===== src/inc/bmsd_pkg.sv =====
// Constants and types for the reset-time boot selection decoder.
// Assumes a single system clock; straps are static around reset release.
//
// Operation
// - Break-in and test-mode straps are active low; one means not asserted.
// - Straps high, code 000: boot ROM loader over async serial, user at D4000000.
// - Straps high, code 001: serial bootstrap over CAN into scratch pad, run it.
// - Straps high, code 010: serial bootstrap over sync serial into scratch pad.
// - Straps high, code 011: external memory, bus unit master, user at A0000000.
// - Straps high, code 100: external memory, bus unit slave, same addresses.
// - Straps high, code 110: skip boot ROM, fetch from scratch pad at D4000000.
// - Straps high, codes 101 and 111 are reserved; device stops.
// - Test mode low, break-in high: all codes reserved, stop after boot ROM entry.
// - Break-in low, test high, code 000: tristate all pins.
// - Break-in low, test high, code 001: boot ROM then jump to emulator DE000000.
// - Break-in low, test high, code 011: bypass oscillator and PLL.
// - Both low, or break-in low with 010 or 100-111: reserved, stop.
`default_nettype none
package bmsd_pkg;

  // ==========================================================================
  // Boot actions
  typedef enum logic [3:0] {
    BMSD_ACT_BSL_ASYNC = 4'h0,
    BMSD_ACT_BSL_CAN   = 4'h1,
    BMSD_ACT_BSL_SYNC  = 4'h2,
    BMSD_ACT_EXT_MSTR  = 4'h3,
    BMSD_ACT_EXT_SLV   = 4'h4,
    BMSD_ACT_SCRATCH   = 4'h5,
    BMSD_ACT_EMUL      = 4'h6,
    BMSD_ACT_TRISTATE  = 4'h7,
    BMSD_ACT_BYPASS    = 4'h8,
    BMSD_ACT_STOP      = 4'h9
  } bmsd_action_t;

  // ==========================================================================
  // Configuration codes
  localparam logic [2:0] CFG_000 = 3'h0;
  localparam logic [2:0] CFG_001 = 3'h1;
  localparam logic [2:0] CFG_010 = 3'h2;
  localparam logic [2:0] CFG_011 = 3'h3;
  localparam logic [2:0] CFG_100 = 3'h4;
  localparam logic [2:0] CFG_110 = 3'h6;

  // ==========================================================================
  // Addresses
  localparam logic [31:0] ADDR_BOOT_ROM    = 32'hdffffffc;
  localparam logic [31:0] ADDR_STOP_ENTRY  = 32'hdfffffff;
  localparam logic [31:0] ADDR_SCRATCH     = 32'hd4000000;
  localparam logic [31:0] ADDR_EXT_MEM     = 32'ha0000000;
  localparam logic [31:0] ADDR_EMULATOR    = 32'hde000000;
  localparam logic [31:0] ADDR_NONE        = 32'h00000000;

  // Reset values
  localparam logic [3:0]  RST_ACTION = 4'h9;
  localparam logic [2:0]  RST_CFG    = 3'h0;
  localparam logic        RST_STRAP  = 1'b1;

endpackage
`default_nettype wire


===== src/hw/bmsd_top.sv =====
// Boot mode selection decoder: latches straps at reset release and decodes
// them into a boot action, boot ROM entry and user start address.
// Assumes straps are driven stable by the board while reset is low.
`timescale 1ns/100ps
`default_nettype none

module bmsd_top (
  input  wire logic        i_clk,                  // System clock, 125 MHz
  input  wire logic        i_rst_n,                // Async reset, active low
  input  wire logic        i_ce,                   // Clock enable
  input  wire logic        i_break_in_strap_n,     // Break-in strap, active low
  input  wire logic        i_test_mode_strap_n,    // Test-mode strap, active low
  input  wire logic [2:0]  i_hw_boot_config_code,  // Boot configuration strap field
  output logic             o_valid,                // Decode latched and valid
  output logic [3:0]       o_action,               // Decoded boot action
  output logic [31:0]      o_pc_start,             // First fetch address
  output logic [31:0]      o_user_entry,           // User program start address
  output logic             o_use_boot_rom,         // Boot ROM runs first
  output logic             o_bsl_async,            // Load over async serial channel
  output logic             o_bsl_can,              // Load over CAN
  output logic             o_bsl_sync,             // Load over sync serial channel
  output logic             o_ext_bus_master,       // External bus unit as master
  output logic             o_ext_bus_slave,        // External bus unit as slave
  output logic             o_tristate,             // Pins high impedance
  output logic             o_osc_pll_bypass,       // Oscillator and PLL bypass
  output logic             o_stop                  // Halt, no user code
);

  // ==========================================================================
  // Reset synchroniser
  logic rst_meta_r;
  logic rst_sync_r;

  // Two-stage release of the asynchronous reset
  always_ff @(posedge i_clk or negedge i_rst_n)
  begin
    if (!i_rst_n)
    begin
      rst_meta_r <= 1'b0;
      rst_sync_r <= 1'b0;
    end
    else
    begin
      rst_meta_r <= 1'b1;
      rst_sync_r <= rst_meta_r;
    end
  end

  // ==========================================================================
  // Strap capture
  logic        latched_r;
  logic        brk_n_r;
  logic        tm_n_r;
  logic [2:0]  cfg_r;

  // Capture straps once after release; held until next reset
  always_ff @(posedge i_clk or negedge rst_sync_r)
  begin
    if (!rst_sync_r)
    begin
      latched_r <= 1'b0;
      brk_n_r   <= bmsd_pkg::RST_STRAP;
      tm_n_r    <= bmsd_pkg::RST_STRAP;
      cfg_r     <= bmsd_pkg::RST_CFG;
    end
    else if (i_ce && !latched_r)
    begin
      latched_r <= 1'b1;
      brk_n_r   <= i_break_in_strap_n;
      tm_n_r    <= i_test_mode_strap_n;
      cfg_r     <= i_hw_boot_config_code;
    end
  end

  // ==========================================================================
  // Decode
  bmsd_pkg::bmsd_action_t act_nxt;
  logic [31:0]            pc_nxt;
  logic [31:0]            user_nxt;
  logic                   rom_nxt;

  // Table lookup from latched straps; straps active low
  always_comb
  begin
    act_nxt  = bmsd_pkg::BMSD_ACT_STOP;
    pc_nxt   = bmsd_pkg::ADDR_NONE;
    user_nxt = bmsd_pkg::ADDR_NONE;
    rom_nxt  = 1'b0;
    if (brk_n_r && tm_n_r)
    begin
      case (cfg_r)
        bmsd_pkg::CFG_000:
        begin
          act_nxt  = bmsd_pkg::BMSD_ACT_BSL_ASYNC;
          pc_nxt   = bmsd_pkg::ADDR_BOOT_ROM;
          user_nxt = bmsd_pkg::ADDR_SCRATCH;
          rom_nxt  = 1'b1;
        end
        bmsd_pkg::CFG_001:
        begin
          act_nxt  = bmsd_pkg::BMSD_ACT_BSL_CAN;
          pc_nxt   = bmsd_pkg::ADDR_BOOT_ROM;
          user_nxt = bmsd_pkg::ADDR_SCRATCH;
          rom_nxt  = 1'b1;
        end
        bmsd_pkg::CFG_010:
        begin
          act_nxt  = bmsd_pkg::BMSD_ACT_BSL_SYNC;
          pc_nxt   = bmsd_pkg::ADDR_BOOT_ROM;
          user_nxt = bmsd_pkg::ADDR_SCRATCH;
          rom_nxt  = 1'b1;
        end
        bmsd_pkg::CFG_011:
        begin
          act_nxt  = bmsd_pkg::BMSD_ACT_EXT_MSTR;
          pc_nxt   = bmsd_pkg::ADDR_BOOT_ROM;
          user_nxt = bmsd_pkg::ADDR_EXT_MEM;
          rom_nxt  = 1'b1;
        end
        bmsd_pkg::CFG_100:
        begin
          act_nxt  = bmsd_pkg::BMSD_ACT_EXT_SLV;
          pc_nxt   = bmsd_pkg::ADDR_BOOT_ROM;
          user_nxt = bmsd_pkg::ADDR_EXT_MEM;
          rom_nxt  = 1'b1;
        end
        bmsd_pkg::CFG_110:
        begin
          act_nxt  = bmsd_pkg::BMSD_ACT_SCRATCH;
          pc_nxt   = bmsd_pkg::ADDR_SCRATCH;
          user_nxt = bmsd_pkg::ADDR_SCRATCH;
        end
        3'h7:
        begin
          act_nxt  = bmsd_pkg::BMSD_ACT_STOP;
          pc_nxt   = bmsd_pkg::ADDR_BOOT_ROM;
          rom_nxt  = 1'b1;
        end
        default:
        begin
          act_nxt  = bmsd_pkg::BMSD_ACT_STOP;
        end
      endcase
    end
    else if (brk_n_r && !tm_n_r)
    begin
      act_nxt  = bmsd_pkg::BMSD_ACT_STOP;
      pc_nxt   = bmsd_pkg::ADDR_BOOT_ROM;
      rom_nxt  = 1'b1;
    end
    else if (!brk_n_r && tm_n_r)
    begin
      case (cfg_r)
        bmsd_pkg::CFG_000:
        begin
          act_nxt  = bmsd_pkg::BMSD_ACT_TRISTATE;
        end
        bmsd_pkg::CFG_001:
        begin
          act_nxt  = bmsd_pkg::BMSD_ACT_EMUL;
          pc_nxt   = bmsd_pkg::ADDR_BOOT_ROM;
          user_nxt = bmsd_pkg::ADDR_EMULATOR;
          rom_nxt  = 1'b1;
        end
        bmsd_pkg::CFG_011:
        begin
          act_nxt  = bmsd_pkg::BMSD_ACT_BYPASS;
        end
        bmsd_pkg::CFG_010:
        begin
          act_nxt  = bmsd_pkg::BMSD_ACT_STOP;
        end
        default:
        begin
          act_nxt  = bmsd_pkg::BMSD_ACT_STOP;
          pc_nxt   = bmsd_pkg::ADDR_STOP_ENTRY;
          rom_nxt  = 1'b1;
        end
      endcase
    end
    else
    begin
      act_nxt  = bmsd_pkg::BMSD_ACT_STOP;
      pc_nxt   = bmsd_pkg::ADDR_STOP_ENTRY;
      rom_nxt  = 1'b1;
    end
  end

  // ==========================================================================
  // Registered outputs, all loaded one enabled edge after the capture
  logic        load_en;
  logic [7:0]  flag_r;

  // Outputs load on every enabled edge once the straps are held
  assign load_en = i_ce && latched_r;

  // Action that each flag bit stands for, in port order
  localparam bmsd_pkg::bmsd_action_t FLAG_ACT [8] = '{
    bmsd_pkg::BMSD_ACT_BSL_ASYNC,
    bmsd_pkg::BMSD_ACT_BSL_CAN,
    bmsd_pkg::BMSD_ACT_BSL_SYNC,
    bmsd_pkg::BMSD_ACT_EXT_MSTR,
    bmsd_pkg::BMSD_ACT_EXT_SLV,
    bmsd_pkg::BMSD_ACT_TRISTATE,
    bmsd_pkg::BMSD_ACT_BYPASS,
    bmsd_pkg::BMSD_ACT_STOP
  };

  // Valid rises with the first load and holds until the next reset
  always_ff @(posedge i_clk or negedge rst_sync_r)
  begin
    if (!rst_sync_r)
    begin
      o_valid <= 1'b0;
    end
    else if (load_en)
    begin
      o_valid <= 1'b1;
    end
  end

  // Action code, parked at stop while in reset
  always_ff @(posedge i_clk or negedge rst_sync_r)
  begin
    if (!rst_sync_r)
    begin
      o_action <= bmsd_pkg::RST_ACTION;
    end
    else if (load_en)
    begin
      o_action <= act_nxt;
    end
  end

  // First fetch address
  always_ff @(posedge i_clk or negedge rst_sync_r)
  begin
    if (!rst_sync_r)
    begin
      o_pc_start <= bmsd_pkg::ADDR_NONE;
    end
    else if (load_en)
    begin
      o_pc_start <= pc_nxt;
    end
  end

  // User program start address
  always_ff @(posedge i_clk or negedge rst_sync_r)
  begin
    if (!rst_sync_r)
    begin
      o_user_entry <= bmsd_pkg::ADDR_NONE;
    end
    else if (load_en)
    begin
      o_user_entry <= user_nxt;
    end
  end

  // Boot ROM runs ahead of the user program
  always_ff @(posedge i_clk or negedge rst_sync_r)
  begin
    if (!rst_sync_r)
    begin
      o_use_boot_rom <= 1'b0;
    end
    else if (load_en)
    begin
      o_use_boot_rom <= rom_nxt;
    end
  end

  // ==========================================================================
  // One-hot action flags; all low for the scratch pad and emulator actions

  // One flop per flag, set when the decode picks its action
  for (genvar gi = 0; gi < 8; gi++)
  begin : g_flag
    always_ff @(posedge i_clk or negedge rst_sync_r)
    begin
      if (!rst_sync_r)
      begin
        flag_r[gi] <= 1'b0;
      end
      else if (load_en)
      begin
        flag_r[gi] <= (act_nxt == FLAG_ACT[gi]);
      end
    end
  end

  // Flags leave straight from their flops
  assign o_bsl_async      = flag_r[0];
  assign o_bsl_can        = flag_r[1];
  assign o_bsl_sync       = flag_r[2];
  assign o_ext_bus_master = flag_r[3];
  assign o_ext_bus_slave  = flag_r[4];
  assign o_tristate       = flag_r[5];
  assign o_osc_pll_bypass = flag_r[6];
  assign o_stop           = flag_r[7];

endmodule

`default_nettype wire


===== config.mk =====
export PLATFORM = sky130hd
export DESIGN_NAME = bmsd_top
export DESIGN_NICKNAME = d
export VERILOG_FILES = /design/src/inc/bmsd_pkg.sv /design/src/hw/bmsd_top.sv
export SDC_FILE = /design/constraint.sdc
export NUM_CORES = 1
export LEC_CHECK = 0
export BUFFER_PORTS_ARGS = -buffer_cell sky130_fd_sc_hd__buf_2
export CORE_ASPECT_RATIO = 1.2
export CORE_MARGIN = 4
export CORE_UTILIZATION = 40
export DETAILED_ROUTE_END_ITERATION = 7
export PLACE_DENSITY = 0.81
export SLEW_MARGIN = 20
export SYNTH_ARGS = -nofsm -noshare
export SYNTH_HDL_FRONTEND = slang
export SYNTH_SLANG_ARGS = --single-unit

===== constraint.sdc =====
create_clock -name i_clk -period 1.3 [get_ports i_clk]
set_clock_uncertainty 0.2 [all_clocks]
set_input_delay 0.26 -clock i_clk [delete_from_list [all_inputs] [get_ports i_clk]]
set_output_delay 0.26 -clock i_clk [all_outputs]
set_load 0.05 [all_outputs]

==> flow_summary.toml <==
[logic_synthesis]
synth-seq-cells = 29
synth-warning-count = 0
synthCells = 175
netlist.area_leader.share_pct = 36.15
synth_flop_cell = "dfrtp_1"
yosys.area.top_type = "dfrtp_1"
syn_area_mm2 = 0.001730
ys_async_sr_fraction_pct = 100.0
synth_area_per_cell_um2 = 9.888
synth.area.top_cells = "dfrtp_1 36%, buf_4 26%, dfstp_2 6.1%"
synth.yosys.seq_area_share_pct = 42.23
synth_edf_count = 0
ys_types = 40

[run]
cap_violations = 0

[setup_path]
startpoint = "brk_n_r$_DFFE_PN1P_"
rr_startpoint = "brk_n_r$_DFFE_PN1P_"
criticalPathCategory = "reg -> reg"
worst_r2r_endpoint = "o_use_boot_rom$_DFFE_PN0P_"
worstPathArrival_ps = 1550
r2r_slack_ps = -290
reg2regPathDepth = 3
cp-endpoint = "o_use_boot_rom$_DFFE_PN0P_"
endpoint_kind = "flip-flop"
critPathRequiredTime_ps = 1260
path_max_fanout = 7
cp-start-kind = "flip-flop"

[global_route]
grt.overflow.total = 0
grt_antenna_before_repair = 0
track_usage_pct = 17.98
grt_pass1_wl_um = 7155
grt_pass1_vias = 1473
grt_max_degree = 28

[sta]
hold_viol = 0
rsz0062_at_grt = "yes"
setup_viol = 66
post-route-min-period_ps = 1592
fmax_ghz = 0.6281
period_share_pct = 122.5
slew_viol_final = 0
setup_slack_ps = -292.1

[clocking]
clockBufferDepth = 2
cts_max_level = 2
cts_buffers = 5
clk_pin_slew_worst_paths_ps = 60
cts-root-buf = "clkbuf_8"
insertion_delay_ps = 290
clock-sinks = 29
cts_tree = "built"

[run_status]
outcome = "finished with violations"
failed_checks = "negative setup slack"

[power]
vdd_drop_max_mv = 1.067
p_total_mw = 3.983
power_density_mw_per_mm2 = 1447
power_leakage_nw = 1.313

[route]
drtAntennaViolNets = 0
via_per_inst = 4.652
vias = 1419
finalWirelength_um = 5181
first_pass_iters = 4
drcViolationCount = 0
wl_per_cell_um = 16.99
drt_iter0_markers = 70

[worst_hold_path]
hold_class = "in -> reg"

[placed_design]
dpl.cell_count = 267
dp_hpwl_um = 2555
routabilityCongestion = 0.8734
io_buffer_count = 59

[die]
fp.dieH_um = 80.05
dieWidth_um = 68.04
core_area_mm2 = 0.004066
die_area_mm2 = 0.005447
start_util_pct = 42.55
io_pins = 86
placementRows = 25

[final_layout]
layout.cells.non_filler = 305
final_layout_size_suffix_gt1_share_pct = 63.75
final_net_count = 258
area_growth_pct = 59.07
antenna_cells = 0
-- repair_timing --
item | CTS | global route
hold endpoints to repair | 5 | 0
endpoints found under the setup margin | 74 | 76
cloned | 0 | 0
resized for setup | 133 | 24
setup buffers | 20 | 8
pin swaps | 14 | 10
hold buffers | 4 | 0
-- cells by family (layout without fill, tap and decap cells) --
kind of cell	after synthesis	count (layout)	synth area share [%]
multiplexers	6	6	3.832
AO/OA/AOI/OAI	26	26	10.56
other	2	27	0.4340
buffers and inverters	67	118	28.42
flip-flops	29	29	42.23
AND/OR/NAND/NOR	42	42	13.02
XOR/XNOR	3	3	1.519
-- report_power, final --
| part | switching, mW | internal [mW] | total [mW] |
|---|---|---|---|
| combinational | 1.23 | 0.691 | 1.92 |
| sequential | 0.0987 | 1.00 | 1.10 |
| clock | 0.342 | 0.624 | 0.966 |
-- registers in the layout, indices dropped and copies added (netlist names), 3 cells and up --
| signal | count |
|---|---|
| o_pc_start | 3 |
| o_user_entry | 4 |
| cfg_r | 3 |
| o_action | 4 |
-- Yosys cell counts (2+ instances only) --
| cell | count |
|---|---|
| dfrtp_1 | 25 |
| a21oi_1 | 7 |
| o21ai_1 | 7 |
| nand2_1 | 14 |
| xnor2_1 | 2 |
| nor2_1 | 8 |
| a22o_1 | 3 |
| conb_1 | 2 |
| nor2b_1 | 2 |
| mux2_1 | 5 |
| nor3_1 | 3 |
| a32o_1 | 2 |
| dfstp_2 | 4 |
| buf_4 | 61 |
| nand2b_1 | 3 |
| buf_2 | 3 |
-- layout make-up --
| class | count | area [um^2] |
|---|---|---|
| fill | 288 | 1314 |
| inverter | 2 | 7.507 |
| clock inverter | 1 | 30.03 |
| timing repair buffer | 108 | 1079 |
| tap | 54 | 67.56 |
| multi-input combinational | 104 | 738.2 |
| clock buffer | 7 | 86.33 |
| sequential | 29 | 744.5 |
-- cell usage in the layout (no fill, tap or decap), types with 2 or more instances in the layout --
| cell | count |
|---|---|
| dfrtp_1 | 16 |
| dfstp_2 | 4 |
| nand2b_1 | 2 |
| buf_2 | 7 |
| clkbuf_8 | 6 |
| o21ai_1 | 3 |
| buf_6 | 64 |
| a22o_1 | 3 |
| conb_1 | 27 |
| buf_8 | 3 |
| a32o_1 | 2 |
| dfrtp_2 | 8 |
| a21oi_2 | 6 |
| dlygate4sd3_1 | 4 |
| nor3_2 | 3 |
| nand2_1 | 13 |
| mux2_4 | 5 |
| o21ai_2 | 5 |
| nor2_1 | 7 |
| buf_4 | 29 |
-- critical path: stages, from the launching register on --
cell     delay, ps
dfstp_2        650
nand4_1        200
nor3_2         310
nor3_1         100
-- through the flow --
stage                     area, um^2  utilization, %  hold WS [ps]  worst slack, ps  setup TNS, ps
after global routing            2753           67.69         11.58           -329.3         -12810
after global placement          1876           46.12        -154.1           -118.2         -563.5
after CTS                       2620           64.43         4.781           -254.8          -8347
final                           2753           67.69         7.146           -292.1         -10260
after floorplan                 1879               -        -235.6           -77.46          -1640
after detailed placement        1876           46.12        -154.1           -126.4          -1047
-- layer usage --
layer | track usage [%] | part of all wire (%)
met5 | 0 | 0
met4 | 10.93 | 4.0
met3 | 6.014 | 7.5
met2 | 32.21 | 56
met1 | 17.04 | 33
-- worst min path at each step --
stage	from	to	slack, ps	cells after the start
after floorplan	i_rst_n	rst_meta_r$_DFF_PN0_	-240	0
after global placement	i_rst_n	rst_meta_r$_DFF_PN0_	-150	1
after detailed placement	i_rst_n	rst_sync_r$_DFF_PN0_	-150	1
after CTS	i_test_mode_strap_n	tm_n_r$_DFFE_PN1P_	5	2
after global routing	i_hw_boot_config_code[1]	cfg_r[1]$_DFFE_PN0P_	10	2
final	i_hw_boot_config_code[1]	cfg_r[1]$_DFFE_PN0P_	7	2
No activity file was read; power rests on OpenSTA's default activity.
